## src/bert_consts.vh

```
`ifndef BERT_CONSTS_VH
`define BERT_CONSTS_VH

// ==========================================================
// Register offsets on the host port
`define BERT_ADDR_W 5
`define BERT_ADDR_TAP 5'h03
`define BERT_ADDR_SEED0 5'h04
`define BERT_ADDR_SEED1 5'h05
`define BERT_ADDR_SEED2 5'h06
`define BERT_ADDR_SEED3 5'h07
`define BERT_ADDR_EIC 5'h08
`define BERT_ADDR_LIVE 5'h0C
`define BERT_ADDR_LATCHED 5'h0E

// ==========================================================
// Reset values
`define BERT_REG_RESET 8'h00
`define BERT_SEED_RESET 32'h00000000

// ==========================================================
// Field positions
`define BERT_TAP_MSB 4
`define BERT_RATE_MSB 5
`define BERT_RATE_LSB 3
`define BERT_SINGLE_EN_BIT 2
`define BERT_SOFT_INS_BIT 1
`define BERT_SRC_SEL_BIT 0
`define BERT_ST_UPDATE_BIT 3
`define BERT_ST_BITERR_BIT 2
`define BERT_ST_COUNT_BIT 1
`define BERT_ST_SYNC_BIT 0

// ==========================================================
// Sizes
`define BERT_SEED_W 32
`define BERT_INTERVAL_W 24

`endif

```

## src/tx_skid_buffer.v

```verilog
`timescale 1ns/100ps

// ==========================================================
// Two-entry buffer; both handshake outputs come from flops
module tx_skid_buffer #(
    parameter WIDTH = 2
) (
    input wire i_clk,
    input wire i_rst_n,
    input wire i_in_valid,
    output wire o_in_ready,
    input wire [WIDTH-1:0] i_in_data,
    output wire o_out_valid,
    input wire i_out_ready,
    output wire [WIDTH-1:0] o_out_data
);
    reg [WIDTH-1:0] head_ff;
    reg [WIDTH-1:0] tail_ff;
    reg head_vld_ff;
    reg tail_vld_ff;
    wire push;
    wire pop;

    assign push = i_in_valid & ~tail_vld_ff;
    assign pop = head_vld_ff & i_out_ready;
    assign o_in_ready = ~tail_vld_ff;
    assign o_out_valid = head_vld_ff;
    assign o_out_data = head_ff;

    always @(posedge i_clk or negedge i_rst_n) begin
        if (!i_rst_n) begin
            head_ff <= {WIDTH{1'b0}};
            tail_ff <= {WIDTH{1'b0}};
            head_vld_ff <= 1'b0;
            tail_vld_ff <= 1'b0;
        end else if (pop && push) begin
            head_ff <= i_in_data;
        end else if (pop) begin
            head_ff <= tail_ff;
            head_vld_ff <= tail_vld_ff;
            tail_vld_ff <= 1'b0;
        end else if (push) begin
            if (!head_vld_ff) begin
                head_ff <= i_in_data;
                head_vld_ff <= 1'b1;
            end else begin
                tail_ff <= i_in_data;
                tail_vld_ff <= 1'b1;
            end
        end
    end
endmodule

```

## src/prbs_pattern_gen.v

```verilog
`timescale 1ns/100ps

// ==========================================================
// Pattern shift register; stage k is state_ff[k-1]
module prbs_pattern_gen #(
    parameter SEED_W = 32
) (
    input wire i_clk,
    input wire i_rst_n,
    input wire i_load,
    input wire i_advance,
    input wire [SEED_W-1:0] i_seed,
    input wire [4:0] i_length,
    input wire [4:0] i_tap,
    input wire i_repetitive,
    output wire o_bit
);
    reg [SEED_W-1:0] state_ff;
    wire stage_n;
    wire stage_y;
    wire feedback;

    // Field value plus one selects the stage, so the index is the field itself
    assign stage_n = state_ff[i_length];
    assign stage_y = state_ff[i_tap];
    // Repetitive mode loops stage n back and never looks at the tap
    assign feedback = i_repetitive ? stage_n : (stage_n ^ stage_y);
    // With length 32 the first bit out is seed bit 31
    assign o_bit = stage_n;

    always @(posedge i_clk or negedge i_rst_n) begin
        if (!i_rst_n) begin
            state_ff <= {SEED_W{1'b0}};
        end else if (i_load) begin
            state_ff <= i_seed;
        end else if (i_advance) begin
            state_ff <= {state_ff[SEED_W-2:0], feedback};
        end
    end
endmodule

```

## src/bert_pattern_error_status.v

```verilog
`timescale 1ns/100ps
`include "bert_consts.vh"

module bert_pattern_error_status #(
    parameter SEED_W = 32,
    parameter INTERVAL_W = 24
) (
    input wire i_clk,
    input wire i_rst_n,
    input wire [4:0] i_addr,
    input wire i_wr_en,
    input wire i_rd_en,
    input wire [7:0] i_wdata,
    output reg [7:0] o_rdata_ff,
    input wire [4:0] i_pattern_length,
    input wire i_pattern_repetitive,
    input wire i_tx_pattern_load,
    input wire i_update_source_mode,
    input wire i_local_monitor_update,
    input wire i_ext_monitor_update_in,
    input wire i_monitor_update_complete,
    input wire i_rx_bit_error,
    input wire i_error_count_nonzero,
    input wire i_out_of_sync,
    input wire i_ext_error_insert_in,
    input wire i_tx_bit_en,
    input wire i_tx_ready,
    output wire o_tx_valid,
    output wire o_tx_data,
    output wire o_tx_error_marked,
    output wire [SEED_W-1:0] o_seed_pattern_word,
    output wire [4:0] o_tap_select_field
);

    // ==========================================================
    // Host registers
    reg [4:0] tap_select_field_ff;
    reg [7:0] seed_pattern_byte0_ff;
    reg [7:0] seed_pattern_byte1_ff;
    reg [7:0] seed_pattern_byte2_ff;
    reg [7:0] seed_pattern_byte3_ff;
    reg [2:0] error_rate_exponent_ff;
    reg single_error_enable_ff;
    reg soft_error_insert_ff;
    reg insert_source_select_ff;
    wire [SEED_W-1:0] seed_pattern_word;
    wire wr_eic;

    assign wr_eic = i_wr_en && (i_addr == `BERT_ADDR_EIC);
    assign seed_pattern_word = {seed_pattern_byte3_ff, seed_pattern_byte2_ff,
                                seed_pattern_byte1_ff, seed_pattern_byte0_ff};
    assign o_seed_pattern_word = seed_pattern_word;
    assign o_tap_select_field = tap_select_field_ff;

    always @(posedge i_clk or negedge i_rst_n) begin
        if (!i_rst_n) begin
            tap_select_field_ff <= 5'h00;
            seed_pattern_byte0_ff <= `BERT_REG_RESET;
            seed_pattern_byte1_ff <= `BERT_REG_RESET;
            seed_pattern_byte2_ff <= `BERT_REG_RESET;
            seed_pattern_byte3_ff <= `BERT_REG_RESET;
            error_rate_exponent_ff <= 3'h0;
            single_error_enable_ff <= 1'b0;
            soft_error_insert_ff <= 1'b0;
            insert_source_select_ff <= 1'b0;
        end else if (i_wr_en) begin
            case (i_addr)
                `BERT_ADDR_TAP: tap_select_field_ff <= i_wdata[`BERT_TAP_MSB:0];
                `BERT_ADDR_SEED0: seed_pattern_byte0_ff <= i_wdata;
                `BERT_ADDR_SEED1: seed_pattern_byte1_ff <= i_wdata;
                `BERT_ADDR_SEED2: seed_pattern_byte2_ff <= i_wdata;
                `BERT_ADDR_SEED3: seed_pattern_byte3_ff <= i_wdata;
                `BERT_ADDR_EIC: begin
                    error_rate_exponent_ff <= i_wdata[`BERT_RATE_MSB:`BERT_RATE_LSB];
                    single_error_enable_ff <= i_wdata[`BERT_SINGLE_EN_BIT];
                    soft_error_insert_ff <= i_wdata[`BERT_SOFT_INS_BIT];
                    insert_source_select_ff <= i_wdata[`BERT_SRC_SEL_BIT];
                end
                default: ;
            endcase
        end
    end

    // ==========================================================
    // Transmit pattern generator and output buffer
    reg load_d_ff;
    wire gen_bit;
    wire buf_ready;
    wire advance;
    wire tx_bit;
    wire tx_err;
    wire gen_load;

    // Stalled receiver holds back the generator, so slots offered while the buffer is full are dropped but no pattern bit is skipped
    assign advance = i_tx_bit_en & buf_ready;
    assign gen_load = i_tx_pattern_load & ~load_d_ff;

    always @(posedge i_clk or negedge i_rst_n) begin
        if (!i_rst_n) begin
            load_d_ff <= 1'b0;
        end else begin
            load_d_ff <= i_tx_pattern_load;
        end
    end

    prbs_pattern_gen #(
        .SEED_W(SEED_W)
    ) u_gen (
        .i_clk(i_clk),
        .i_rst_n(i_rst_n),
        .i_load(gen_load),
        .i_advance(advance),
        .i_seed(seed_pattern_word),
        .i_length(i_pattern_length),
        .i_tap(tap_select_field_ff),
        .i_repetitive(i_pattern_repetitive),
        .o_bit(gen_bit)
    );

    tx_skid_buffer #(
        .WIDTH(2)
    ) u_buf (
        .i_clk(i_clk),
        .i_rst_n(i_rst_n),
        .i_in_valid(i_tx_bit_en),
        .o_in_ready(buf_ready),
        .i_in_data({tx_bit, tx_err}),
        .o_out_valid(o_tx_valid),
        .i_out_ready(i_tx_ready),
        .o_out_data({o_tx_data, o_tx_error_marked})
    );

    // ==========================================================
    // Rate-based insertion
    reg [2:0] active_rate_ff;
    reg [2:0] pending_rate_ff;
    reg [INTERVAL_W-1:0] interval_cnt_ff;
    wire [INTERVAL_W-1:0] interval_last;
    wire rate_hit;

    // Last bit index of an interval of ten-to-the-n bits
    function [INTERVAL_W-1:0] last_index;
        input [2:0] exp_n;
        begin
            case (exp_n)
                3'h1: last_index = 24'h000009;
                3'h2: last_index = 24'h000063;
                3'h3: last_index = 24'h0003E7;
                3'h4: last_index = 24'h00270F;
                3'h5: last_index = 24'h01869F;
                3'h6: last_index = 24'h0F423F;
                3'h7: last_index = 24'h98967F;
                default: last_index = 24'h000000;
            endcase
        end
    endfunction

    assign interval_last = last_index(active_rate_ff);
    assign rate_hit = (active_rate_ff != 3'h0) && (interval_cnt_ff == interval_last);

    always @(posedge i_clk or negedge i_rst_n) begin
        if (!i_rst_n) begin
            active_rate_ff <= 3'h0;
            pending_rate_ff <= 3'h0;
            interval_cnt_ff <= {INTERVAL_W{1'b0}};
        end else begin
            if (wr_eic) begin
                pending_rate_ff <= i_wdata[`BERT_RATE_MSB:`BERT_RATE_LSB];
            end
            if (active_rate_ff == 3'h0) begin
                if (wr_eic) begin
                    // Idle: a nonzero write starts a fresh interval at once
                    active_rate_ff <= i_wdata[`BERT_RATE_MSB:`BERT_RATE_LSB];
                    interval_cnt_ff <= {INTERVAL_W{1'b0}};
                end
            end else if (advance) begin
                if (rate_hit) begin
                    // New rate only takes effect after the pending error
                    active_rate_ff <= wr_eic ?
                        i_wdata[`BERT_RATE_MSB:`BERT_RATE_LSB] : pending_rate_ff;
                    interval_cnt_ff <= {INTERVAL_W{1'b0}};
                end else begin
                    interval_cnt_ff <= interval_cnt_ff + {{(INTERVAL_W-1){1'b0}}, 1'b1};
                end
            end
        end
    end

    // ==========================================================
    // Single-error insertion
    reg trigger_d_ff;
    reg single_pending_ff;
    wire trigger;
    wire trigger_rise;
    wire single_hit;

    // A source switch while a trigger is high can look like a rise
    assign trigger = insert_source_select_ff ?
        i_ext_error_insert_in : soft_error_insert_ff;
    assign trigger_rise = trigger & ~trigger_d_ff;
    assign single_hit = single_pending_ff & single_error_enable_ff;

    always @(posedge i_clk or negedge i_rst_n) begin
        if (!i_rst_n) begin
            trigger_d_ff <= 1'b0;
            single_pending_ff <= 1'b0;
        end else begin
            trigger_d_ff <= trigger;
            if (!single_error_enable_ff) begin
                single_pending_ff <= 1'b0;
            end else if (trigger_rise) begin
                // Extra rises before the next slot merge into one
                single_pending_ff <= 1'b1;
            end else if (advance) begin
                single_pending_ff <= 1'b0;
            end
        end
    end

    // Both sources landing on one bit still give one inversion
    assign tx_err = rate_hit | single_hit;
    assign tx_bit = gen_bit ^ tx_err;

    // ==========================================================
    // Receive status capture
    reg bit_error_ff;
    reg count_nonzero_ff;
    reg count_nonzero_d_ff;
    reg out_of_sync_ff;
    reg out_of_sync_d_ff;
    reg update_complete_ff;
    reg monitor_update_done_ff;
    reg done_d_ff;
    wire update_request;
    wire monitor_update_done;

    assign update_request = i_update_source_mode ?
        i_ext_monitor_update_in : i_local_monitor_update;
    // Request low masks the flag in the same cycle, not one later
    assign monitor_update_done = monitor_update_done_ff & update_request;

    always @(posedge i_clk or negedge i_rst_n) begin
        if (!i_rst_n) begin
            bit_error_ff <= 1'b0;
            count_nonzero_ff <= 1'b0;
            count_nonzero_d_ff <= 1'b0;
            out_of_sync_ff <= 1'b0;
            out_of_sync_d_ff <= 1'b0;
            update_complete_ff <= 1'b0;
            monitor_update_done_ff <= 1'b0;
            done_d_ff <= 1'b0;
        end else begin
            bit_error_ff <= i_rx_bit_error;
            count_nonzero_ff <= i_error_count_nonzero;
            out_of_sync_ff <= i_out_of_sync;
            update_complete_ff <= i_monitor_update_complete;
            count_nonzero_d_ff <= count_nonzero_ff;
            out_of_sync_d_ff <= out_of_sync_ff;
            done_d_ff <= monitor_update_done;
            if (!update_request) begin
                monitor_update_done_ff <= 1'b0;
            end else if (update_complete_ff) begin
                monitor_update_done_ff <= 1'b1;
            end
        end
    end

    // ==========================================================
    // Latched status, cleared by a read; a new event beats the clear
    reg [3:0] latched_ff;
    wire [3:0] latched_set;
    wire rd_latched;
    wire [7:0] live_status;

    assign rd_latched = i_rd_en && (i_addr == `BERT_ADDR_LATCHED);
    assign latched_set[`BERT_ST_UPDATE_BIT] = monitor_update_done & ~done_d_ff;
    assign latched_set[`BERT_ST_BITERR_BIT] = bit_error_ff;
    assign latched_set[`BERT_ST_COUNT_BIT] = count_nonzero_ff & ~count_nonzero_d_ff;
    assign latched_set[`BERT_ST_SYNC_BIT] = out_of_sync_ff ^ out_of_sync_d_ff;

    always @(posedge i_clk or negedge i_rst_n) begin
        if (!i_rst_n) begin
            latched_ff <= 4'h0;
        end else begin
            latched_ff <= (latched_ff & {4{~rd_latched}}) | latched_set;
        end
    end

    assign live_status = {4'h0, monitor_update_done, 1'b0,
                          count_nonzero_ff, out_of_sync_ff};

    // ==========================================================
    // Read port; unmapped offsets read zero
    always @(posedge i_clk or negedge i_rst_n) begin
        if (!i_rst_n) begin
            o_rdata_ff <= `BERT_REG_RESET;
        end else if (i_rd_en) begin
            case (i_addr)
                `BERT_ADDR_TAP: o_rdata_ff <= {3'h0, tap_select_field_ff};
                `BERT_ADDR_SEED0: o_rdata_ff <= seed_pattern_byte0_ff;
                `BERT_ADDR_SEED1: o_rdata_ff <= seed_pattern_byte1_ff;
                `BERT_ADDR_SEED2: o_rdata_ff <= seed_pattern_byte2_ff;
                `BERT_ADDR_SEED3: o_rdata_ff <= seed_pattern_byte3_ff;
                `BERT_ADDR_EIC: begin
                    o_rdata_ff <= {2'h0, error_rate_exponent_ff, single_error_enable_ff,
                                   soft_error_insert_ff, insert_source_select_ff};
                end
                `BERT_ADDR_LIVE: o_rdata_ff <= live_status;
                `BERT_ADDR_LATCHED: o_rdata_ff <= {4'h0, latched_ff};
                default: o_rdata_ff <= 8'h00;
            endcase
        end
    end

endmodule

```

## config.mk

```make
export PLATFORM = sky130hd
export DESIGN_NAME = bert_pattern_error_status
export DESIGN_NICKNAME = d
export VERILOG_FILES = /design/src/tx_skid_buffer.v /design/src/prbs_pattern_gen.v /design/src/bert_pattern_error_status.v
export VERILOG_INCLUDE_DIRS = /design/src
export SDC_FILE = /design/constraint.sdc
export NUM_CORES = 1
export LEC_CHECK = 0
export BUFFER_PORTS_ARGS = -buffer_cell sky130_fd_sc_hd__clkbuf_2
export CAP_MARGIN = 20
export CORE_MARGIN = 3
export CORE_UTILIZATION = 55
export DETAILED_ROUTE_END_ITERATION = 10
export PLACE_DENSITY = 0.73
export SETUP_SLACK_MARGIN = 0.02
export SYNTH_ARGS = -nofsm -noshare
export SYNTH_HDL_FRONTEND = slang
export SYNTH_SLANG_ARGS = --single-unit
```

## constraint.sdc

```tcl
create_clock -name i_clk -period 3.2 [get_ports i_clk]
set_input_delay 0.64 -clock i_clk [delete_from_list [all_inputs] [get_ports i_clk]]
set_output_delay 0.64 -clock i_clk [all_outputs]
set_load 0.005 [all_outputs]
```

==> flow_metrics.py, run 1 <==
metrics = {
    "power_and_ir_drop": {
        "swShare_pct": 33.0,
        "combPwrFrac_pct": 27.8,
        "irDropWorstVdd_uv": 465,
        "p_int_mw": 4.25,
        "p_leak_nw": 3.68,
        "pwr-share-seq_pct": 40.9,
        "p_sw_mw": 2.09,
        "clockPowerShare_pct": 31.3,
        "powerDensity_mw_per_mm2": 767,
    },
    "flow_run": {
        "max_cap_violations": 0,
    },
    "logic_synthesis": {
        "synth_top_flop_cell": "dfrtp_1",
        "netlist_instances": 646,
        "synthAdderAreaFrac_pct": 0.673,
        "synth_edf_count": 0,
        "synthXorXnorAreaFrac_pct": 1.36,
        "syn_nets": 683,
        "ys_seq_elements": 134,
        "synthMuxAreaShare_pct": 20.2,
        "ys_types": 67,
        "synthArstFlopShare_pct": 100,
        "synth_area_per_cell_um2": 10.9,
        "ys_warn_count": 0,
        "yosys.area_share.simple_pct": 13.6,
        "synth_top_family_by_area": "multiplexers",
        "synth_area_mm2": 0.00706,
        "yosysSeqAreaShare_pct": 47.5,
        "synth_compound_area_share_pct": 13.1,
    },
    "cts": {
        "cts_tree": "yes",
        "cts_resized": 0,
        "clock_path_buffers": 2,
        "numCtsBuffers": 17,
        "cts_max_level": 4,
        "clk_pin_slew_ns": 0.06,
        "cts-hold-fix-buffers": 0,
        "cts_setup_buffers": 0,
        "root_buffer": "clkbuf_16",
        "worstSkewPairLatency_ns": 0.42,
        "cts_sinks": 134,
    },
    "setup_path": {
        "crit_chain": "buf_4 > or3b_2 > a22oi_1 > nand4_1 > nor4_4 > a21oi_2 > and3_1 > a221o_1",
        "crit_type": "reg -> reg",
        "critPathArrivalTime_ns": 3.09,
        "cp.required_ns": 3.49,
        "cpMaxStageDelayCell": "dfrtp_1",
        "cp-start-kind": "flop",
        "path_delay_family": "simple AND/OR/NAND/NOR gates",
        "cp_max_fo": 22,
        "max_stage_delay_ns": 0.47,
        "end_kind": "flop",
        "cp_num_buf_inv": 1,
    },
    "place": {
        "placed_cell_area_mm2": 0.00765,
        "place.detailed.hpwl_mm": 13.3,
        "gp_congestion": 0.896,
        "io_buffer_count": 81,
    },
    "grt": {
        "grt_max_degree": 71,
        "grt.total_usage_pct": 27.1,
        "grt_pass1_wl_mm": 30.2,
        "grt_antenna_before_repair": 0,
        "grt-ovfl-total": 0,
        "grt_pass1_vias": 5658,
    },
    "cells_and_area": {
        "diodes": 0,
        "area_delta_synth_final_pct": 16.9,
        "final_area_mm2": 0.00826,
        "nets": 763,
        "drive_gt1_share_pct": 29.1,
    },
    "timing": {
        "finClkSkew_ns": 0.00686,
        "finalSetupViolations": 0,
        "max_freq_ghz": 0.357,
        "relSlewSlack_pct": 44.2,
        "hold_viol_final": 0,
        "maxSlewViolCount": 0,
        "worstMarginPinSlew_ns": 0.836,
        "rsz0062_at_grt": "false",
        "timing.final.crit_share_pct": 87.5,
        "period_needed_ns": 2.80,
        "tns_ns": 0,
    },
    "floorplanning": {
        "start_util_pct": 57.6,
        "core_area_mm2": 0.0123,
        "io_pins": 82,
        "die_h_um": 119,
        "dieArea_mm2": 0.0142,
        "fp-row-count": 40,
        "fp.dieW_um": 119,
    },
    "drt": {
        "drt-initial-drc-count": 582,
        "drtAntennaViolNets": 0,
        "drc": 0,
        "vias_per_cell": 6.30,
        "routedWlPerCell_um": 20.4,
        "wl_mm": 18.5,
        "drtPass1Iterations": 5,
        "vias": 5715,
    },
    "run_status": {
        "outcome": "complete, no violations",
    },
    "min_path": {
        "hold_class": "in -> async",
    },
}
-- worst reg2reg max path, stage by stage (launching register included) --
cell     delay (ns)
dfrtp_1        0.47
buf_4          0.23
or3b_2         0.47
a22oi_1        0.16
nand4_1        0.17
nor4_4         0.35
a21oi_2        0.29
and3_1         0.28
a221o_1        0.27
-- per-stage QoR --
stage | utilization [%] | setup slack [ns] | std cells | power, mW | hold WS (ns)
after floorplan | - | 0.655 | 646 | 3.75 | 0.344
after global placement | 62.4 | 0.486 | 875 | 4.25 | 0.359
after detailed placement | 62.4 | 0.383 | 875 | 4.34 | 0.367
after CTS | 67.3 | 0.453 | 907 | 6.34 | 0.241
after global routing | 67.3 | 0.263 | 907 | 6.69 | 0.253
final | 67.3 | 0.400 | 907 | 6.34 | 0.212
-- flip-flops by register name (all words and copies together), names as in the netlist, 4 cells and up --
register               cells
interval_cnt_ff           24
seed_pattern_byte3_ff      8
seed_pattern_byte1_ff      8
o_rdata_ff                 8
seed_pattern_byte2_ff      8
seed_pattern_byte0_ff      8
o_tap_select_field         5
latched_ff                 4
u_gen.state_ff            32
-- worst paths after layout --
path / start / end / slack (ns) / cells past startpoint
setup / recovery: active_rate_ff[0] / interval_cnt_ff[22] / 0.40 / 8
hold / removal: i_rst_n / u_gen.state_ff[6] / 0.21 / 1
setup reg to reg: active_rate_ff[0] / interval_cnt_ff[22] / 0.40 / 8
hold reg to reg: count_nonzero_ff / count_nonzero_d_ff / 0.37 / 0
max in group asynchronous: i_rst_n / active_rate_ff[1] / 2.24 / 2
min in group i_clk: i_rx_bit_error / bit_error_ff / 0.33 / 1
-- power by group through the flow --
stage	registers (mW)	clock network (mW)	logic [mW]
after CTS	2.57	2.01	1.76
after floorplan	2.38	0	1.38
after global placement	2.57	0	1.68
after detailed placement	2.60	0	1.75
after global routing	2.64	2.10	1.95
final	2.59	1.99	1.76
-- cell type report --
type | instances | area [um^2]
clock inverter | 8 | 121
sequential | 134 | 3350
tap | 168 | 210
multi-input combinational | 455 | 3460
clock buffer | 24 | 482
inverter | 20 | 75.1
timing repair buffer | 98 | 552
fill | 934 | 4000
-- metal layers --
metal	vias to the layer above	share of wire [%]	global-route usage [%]	routed length [um]
li1	2551	-	-	-
met1	2858	43	38.2	7910
met2	264	47	41.7	8720
met3	42	7.9	6.32	1450
met4	0	2.2	9.31	407
met5	-	0	0	0
-- cells in the final DEF (no fill, tap or decap), types with 4 or more instances in the layout --
| cell type | synthesis | final |
|---|---|---|
| clkbuf_16 | 0 | 17 |
| nor2b_1 | 5 | 4 |
| a22oi_1 | 12 | 12 |
| mux2i_1 | 38 | 38 |
| o211ai_1 | 4 | 4 |
| nand2_1 | 70 | 70 |
| o22ai_1 | 9 | 9 |
| a221oi_1 | 6 | 6 |
| nor2_1 | 32 | 32 |
| clkbuf_2 | 1 | 80 |
| and3_1 | 11 | 11 |
| a21oi_1 | 19 | 19 |
| mux4_2 | 19 | 19 |
| buf_4 | 0 | 16 |
| nand4_1 | 6 | 6 |
| clkbuf_1 | 17 | 4 |
| a22o_1 | 8 | 8 |
| o21ai_0 | 53 | 53 |
| a31oi_1 | 7 | 7 |
| xnor2_1 | 6 | 6 |
| nand3b_1 | 5 | 5 |
| nand2b_1 | 7 | 7 |
| dfrtp_1 | 134 | 134 |
| mux2_2 | 55 | 55 |
| xor2_1 | 5 | 5 |
| or3_1 | 5 | 5 |
| inv_1 | 19 | 19 |
| nor3_1 | 12 | 12 |
| nand3_1 | 10 | 10 |
-- logic make-up (layout without fill, tap and decap cells) --
group	count (synthesis)	after routing
multiplexers	112	112
XOR/XNOR	11	11
adder cells (fa/ha/maj)	4	4
buffers and inverters	57	150
AND/OR/NAND/NOR	185	185
flip-flops	134	134
AO/OA/AOI/OAI	143	143
-- Yosys cell counts, types with 3 or more instances --
| master | count | area share (%) |
|---|---|---|
| dfrtp_1 | 134 | 47 |
| nand2_1 | 70 | 3.7 |
| mux2_2 | 55 | 8.8 |
| o21ai_0 | 53 | 3.8 |
| mux2i_1 | 38 | 5.4 |
| nor2_1 | 32 | 1.7 |
| a21oi_1 | 19 | 1.3 |
| inv_1 | 19 | 1.0 |
| mux4_2 | 19 | 6.1 |
| clkbuf_1 | 17 | 0.90 |
| a22oi_1 | 12 | 1.3 |
| buf_2 | 12 | 0.85 |
| nor3_1 | 12 | 0.85 |
| and3_1 | 11 | 0.97 |
| nand3_1 | 10 | 0.71 |
| o22ai_1 | 9 | 0.80 |
| a22o_1 | 8 | 0.99 |
| a31oi_1 | 7 | 0.62 |
| nand2b_1 | 7 | 0.62 |
| a221oi_1 | 6 | 0.74 |
| nand4_1 | 6 | 0.53 |
| xnor2_1 | 6 | 0.74 |
| nand3b_1 | 5 | 0.53 |
| nor2b_1 | 5 | 0.44 |
| or3_1 | 5 | 0.44 |
| xor2_1 | 5 | 0.62 |
| buf_1 | 4 | 0.21 |
| o211ai_1 | 4 | 0.43 |
| a21o_1 | 3 | 0.32 |
| a32oi_1 | 3 | 0.37 |
| buf_6 | 3 | 0.48 |
| ha_1 | 3 | 0.53 |
(Power assumes the default switching activity.)
==> run 2: changes to the inputs <==
Settings changed: RECOVER_POWER from default to 25.
==> flow_metrics.py, run 2 (synthesis results as in run 1) <==
metrics = {
    "drt": {
        "drtPass1Iterations": 6,
        "routedWlPerCell_um": 20.4,
        "drt-initial-drc-count": 563,
        "wl_mm": 18.5,
        "drc": 0,
        "vias_per_cell": 6.30,
        "vias": 5718,
        "drtAntennaViolNets": 0,
    },
    "timing": {
        "hold-worst-slack_ns": 0.325,
        "rsz0062_at_grt": "false",
        "finalSetupViolations": 0,
        "max_freq_ghz": 0.361,
        "maxSlewViolCount": 71,
        "timing.final.crit_share_pct": 86.5,
        "period_needed_ns": 2.77,
        "relSlewSlack_pct": -12.5,
        "setup_slack_ns": 0.431,
        "worstMarginPinSlew_ns": 1.69,
        "finClkSkew_ns": 0.00638,
        "tns_ns": 0,
        "hold_viol_final": 0,
    },
    "place": {
        "place_inst": 875,
        "pre_cts_slack_ns": 0.383,
        "place.detailed.hpwl_mm": 13.3,
        "gp_congestion": 0.896,
        "io_buffer_count": 81,
    },
    "run_status": {
        "outcome": "finished with violations",
        "violations": "max-capacitance violations, max-slew violations",
    },
    "grt": {
        "grt_antenna_before_repair": 0,
        "grt_pass1_vias": 5658,
        "grt-ovfl-total": 0,
        "grt.total_usage_pct": 27.1,
        "grt_max_degree": 71,
        "grt_pass1_wl_mm": 30.2,
    },
    "floorplanning": {
        "start_util_pct": 57.6,
        "dieArea_mm2": 0.0142,
        "fp.dieW_um": 119,
        "core_area_mm2": 0.0123,
        "io_pins": 82,
        "fp-row-count": 40,
        "die_h_um": 119,
    },
    "cts": {
        "cts_sinks": 134,
        "root_buffer": "clkbuf_16",
        "cts_setup_buffers": 0,
        "cts_resized": 0,
        "numCtsBuffers": 17,
        "clk_pin_slew_ns": 0.06,
        "cts-hold-fix-buffers": 0,
        "cts_max_level": 4,
        "worstSkewPairLatency_ns": 0.42,
        "clock_path_buffers": 2,
        "cts_tree": "yes",
    },
    "min_path": {
        "whs_path_depth": 1,
        "hold_class": "in -> reg",
        "min_from": "i_rx_bit_error",
    },
    "cells_and_area": {
        "fillers": 938,
        "nets": 763,
        "area_delta_synth_final_pct": 16.6,
        "final_cells": 907,
        "regMostFlops": "u_gen.state_ff",
        "reg.largest.list": "u_gen.state_ff x32, interval_cnt_ff x24",
        "drive_gt1_share_pct": 28.8,
        "final_cell_mix": "dfrtp_1 (134), clkbuf_2 (81), nand2_1 (70), mux2_2 (54), o21ai_0 (53)",
        "layout.cells.most_common": "dfrtp_1",
        "largest_register_ffs": 32,
        "diodes": 0,
    },
    "setup_path": {
        "crit_type": "reg -> reg",
        "cp-start-kind": "flop",
        "rr_worst_depth": 8,
        "cp.required_ns": 3.49,
        "cp_max_fo": 22,
        "crit_start": "active_rate_ff[1]",
        "rr_startpoint": "active_rate_ff[1]",
        "critPathArrivalTime_ns": 3.06,
        "end_kind": "flop",
    },
    "power_and_ir_drop": {
        "p_leak_nw": 3.67,
        "powerDensity_mw_per_mm2": 770,
        "power_mw": 6.34,
        "irDropWorstVdd_uv": 464,
    },
    "flow_run": {
        "max_cap_violations": 1,
    },
}
[run 2: path summary, 6_finish.rpt]
check / slack (ns) / to
max: 0.43 / interval_cnt_ff[22]
min: 0.32 / bit_error_ff
max reg2reg: 0.43 / interval_cnt_ff[22]
max in group asynchronous: 0.63 / u_buf.o_out_data[0]
min reg2reg: 0.38 / count_nonzero_d_ff
min in group asynchronous: 0.66 / u_gen.state_ff[6]
[run 2: layout make-up]
| type | count | area [um^2] | share of cell area, % |
|---|---|---|---|
| Multi-Input combinational cell | 455 | 3460 | 42.1 |
| Clock buffer | 24 | 482 | 5.85 |
| Sequential cell | 134 | 3350 | 40.7 |
| Clock inverter | 8 | 121 | 1.47 |
| Inverter | 20 | 75.1 | 0.912 |
| Tap cell | 168 | 210 | 2.55 |
| Timing Repair Buffer | 98 | 529 | 6.43 |
[run 2: critical path, stage by stage, from the launching register on]
cell,delay [ns]
dfrtp_1,0.48
buf_4,0.24
maj3_1,0.35
mux2_2,0.26
a2bb2oi_1,0.14
a311oi_2,0.33
a21oi_2,0.30
and3_1,0.27
a221o_1,0.26
[run 2: metrics by stage]
| stage | instance area [um^2] | util [%] |
|---|---|---|
| after floorplan | 7060 | - |
| after global placement | 7650 | 62.4 |
| after detailed placement | 7650 | 62.4 |
| after CTS | 8260 | 67.3 |
| after global routing | 8240 | 67.2 |
| final | 8240 | 67.2 |
[run 2: per-layer routing]
| metal | wire length [um] | track usage (%) | vias to the layer above |
|---|---|---|---|
| li1 | - | - | 2552 |
| met1 | 8060 | 38.2 | 2882 |
| met4 | 440 | 9.31 | 0 |
| met3 | 1310 | 6.32 | 43 |
| met5 | 0 | 0 | - |
| met2 | 8690 | 41.7 | 241 |
[run 2: power breakdown]
part	internal, mW	switching [mW]	total, mW
clock	1.28	0.703	1.99
sequential	2.07	0.523	2.59
combinational	0.887	0.870	1.76
total	4.24	2.10	6.34
==> run 3: changes to the inputs <==
Clock period 3.2 ns to 3 ns, I/O delays scaled along.
==> flow_metrics.py, run 3 (synthesis results as in run 1) <==
metrics = {
    "min_path": {
        "whs_path_depth": 1,
        "min_from": "i_out_of_sync",
        "holdPathEnd": "out_of_sync_ff",
        "hold_class": "in -> reg",
    },
    "setup_path": {
        "end_kind": "flop",
        "r2r_end": "u_buf.tail_ff[1]",
        "rr_startpoint": "active_rate_ff[1]",
        "cp.required_ns": 3.28,
        "r2r_setup_slack_ns": 0.16,
        "cp_max_fo": 15,
        "cp-start-kind": "flop",
        "critPathArrivalTime_ns": 3.11,
        "crit_type": "reg -> reg",
        "rr_worst_depth": 8,
    },
    "cells_and_area": {
        "fillers": 921,
        "largest_register_ffs": 32,
        "final_util_pct": 67.7,
        "nets": 765,
        "reg.largest.list": "u_gen.state_ff x32, interval_cnt_ff x24",
        "final_cell_mix": "dfrtp_1 (134), clkbuf_2 (79), nand2_1 (70), mux2_2 (55), o21ai_0 (53)",
        "drive_gt1_share_pct": 29.4,
        "area_delta_synth_final_pct": 17.6,
        "layout.cells.most_common": "dfrtp_1",
        "diodes": 0,
        "regMostFlops": "u_gen.state_ff",
        "multi_input_area_mm2": 0.00346,
        "seq_area_mm2": 0.00335,
    },
    "grt": {
        "grt_pass1_wl_mm": 29.9,
        "grt_antenna_before_repair": 0,
        "grt.total_usage_pct": 27.0,
        "grt_pass1_vias": 5533,
        "grt_max_degree": 80,
        "grt-ovfl-total": 0,
    },
    "drt": {
        "drtPass1Iterations": 6,
        "drt-initial-drc-count": 669,
        "routedWlPerCell_um": 20.4,
        "drtAntennaViolNets": 0,
        "wl_mm": 18.6,
        "drc": 0,
        "vias_per_cell": 6.30,
        "vias": 5723,
    },
    "power_and_ir_drop": {
        "p_leak_nw": 3.68,
        "irDropWorstVdd_uv": 468,
        "powerDensity_mw_per_mm2": 823,
    },
    "cts": {
        "cts_max_level": 4,
        "clock_path_buffers": 2,
        "cts-hold-fix-buffers": 0,
        "cts_setup_buffers": 0,
        "numCtsBuffers": 17,
        "root_buffer": "clkbuf_16",
        "cts_resized": 0,
        "cts_tree": "yes",
        "cts_sinks": 134,
        "worstSkewPairLatency_ns": 0.43,
        "clk_pin_slew_ns": 0.06,
    },
    "timing": {
        "timing.final.crit_share_pct": 94.5,
        "hold_viol_final": 0,
        "finalSetupViolations": 0,
        "max_freq_ghz": 0.353,
        "setup_slack_ns": 0.165,
        "rsz0062_at_grt": "false",
        "relSlewSlack_pct": -34.3,
        "period_needed_ns": 2.84,
        "tns_ns": 0,
        "worstMarginPinSlew_ns": 2.01,
        "maxSlewViolCount": 78,
        "finClkSkew_ns": 0.00778,
    },
    "place": {
        "pre_cts_slack_ns": 0.232,
        "gp_congestion": 0.915,
        "place.detailed.hpwl_mm": 13.2,
        "io_buffer_count": 81,
    },
    "floorplanning": {
        "dieArea_mm2": 0.0142,
        "fp-row-count": 40,
        "fp.dieW_um": 119,
        "io_pins": 82,
        "start_util_pct": 57.6,
        "core_area_mm2": 0.0123,
        "die_h_um": 119,
    },
    "flow_run": {
        "max_cap_violations": 1,
    },
    "run_status": {
        "outcome": "finished with violations",
        "violations": "max-capacitance violations, max-slew violations",
    },
}
run 3: cell count changes in the layout (fill, tap and decap cells not counted), sizes merged:
| cell | previous run | this run |
|---|---|---|
| clkinvlp | 1 | 6 |
| clkbuf | 106 | 102 |
| clkinv | 4 | 2 |
| buf | 16 | 19 |
run 3: cell type report:
type | count | area share [%]
multi-input cells | 455 | 41.7
flip-flops and latches | 134 | 40.4
repair buffers | 100 | 7.02
clock buffers | 21 | 5.66
well taps | 168 | 2.53
clock inverters | 11 | 1.79
inverters | 20 | 0.904
run 3: layer usage:
layer  track usage [%]  part of all wire, %  wire [um]
met4              8.80                  1.7        312
met2              41.9                   47       8770
met5                 0                    0          0
met1              37.5                   43       8050
met3              6.93                  7.7       1420
run 3: worst max-delay path: stages (launching register included):
cell and delay [ns]:
dfrtp_1 0.52, buf_4 0.25, maj3_1 0.36, mux2_2 0.28
a2bb2oi_1 0.14, a311oi_2 0.37, a32oi_1 0.37, xnor2_1 0.30
a21oi_1 0.10
run 3: worst max-delay path by stage:
stage / from / slack [ns] / to
final: active_rate_ff[1] / 0.16 / u_buf.tail_ff[1]
after global routing: active_rate_ff[1] / 0.05 / u_buf.tail_ff[1]
after CTS: active_rate_ff[1] / 0.22 / u_buf.tail_ff[1]
after detailed placement: i_pattern_length[0] / 0.23 / u_gen.state_ff[0]
after global placement: i_pattern_length[0] / 0.35 / u_buf.o_out_data[1]
after floorplan: i_pattern_length[0] / 0.49 / u_gen.state_ff[0]
run 3: through the flow:
| stage | power, mW | hold WS, ns | cells | cell area (um^2) |
|---|---|---|---|---|
| after floorplan | 4.00 | 0.304 | 646 | 7060 |
| after global placement | 4.55 | 0.359 | 877 | 7690 |
| after detailed placement | 4.64 | 0.363 | 877 | 7690 |
| after CTS | 6.83 | 0.237 | 909 | 8310 |
| after global routing | 7.16 | 0.263 | 909 | 8310 |
| final | 6.83 | 0.279 | 909 | 8310 |
run 3: power by group:
part	leakage, nW	switching (mW)	internal, mW	total (mW)
clock network	0.284	0.784	1.37	2.15
registers	1.73	0.581	2.21	2.79
logic	1.67	0.926	0.963	1.89
total	3.68	2.29	4.54	6.83
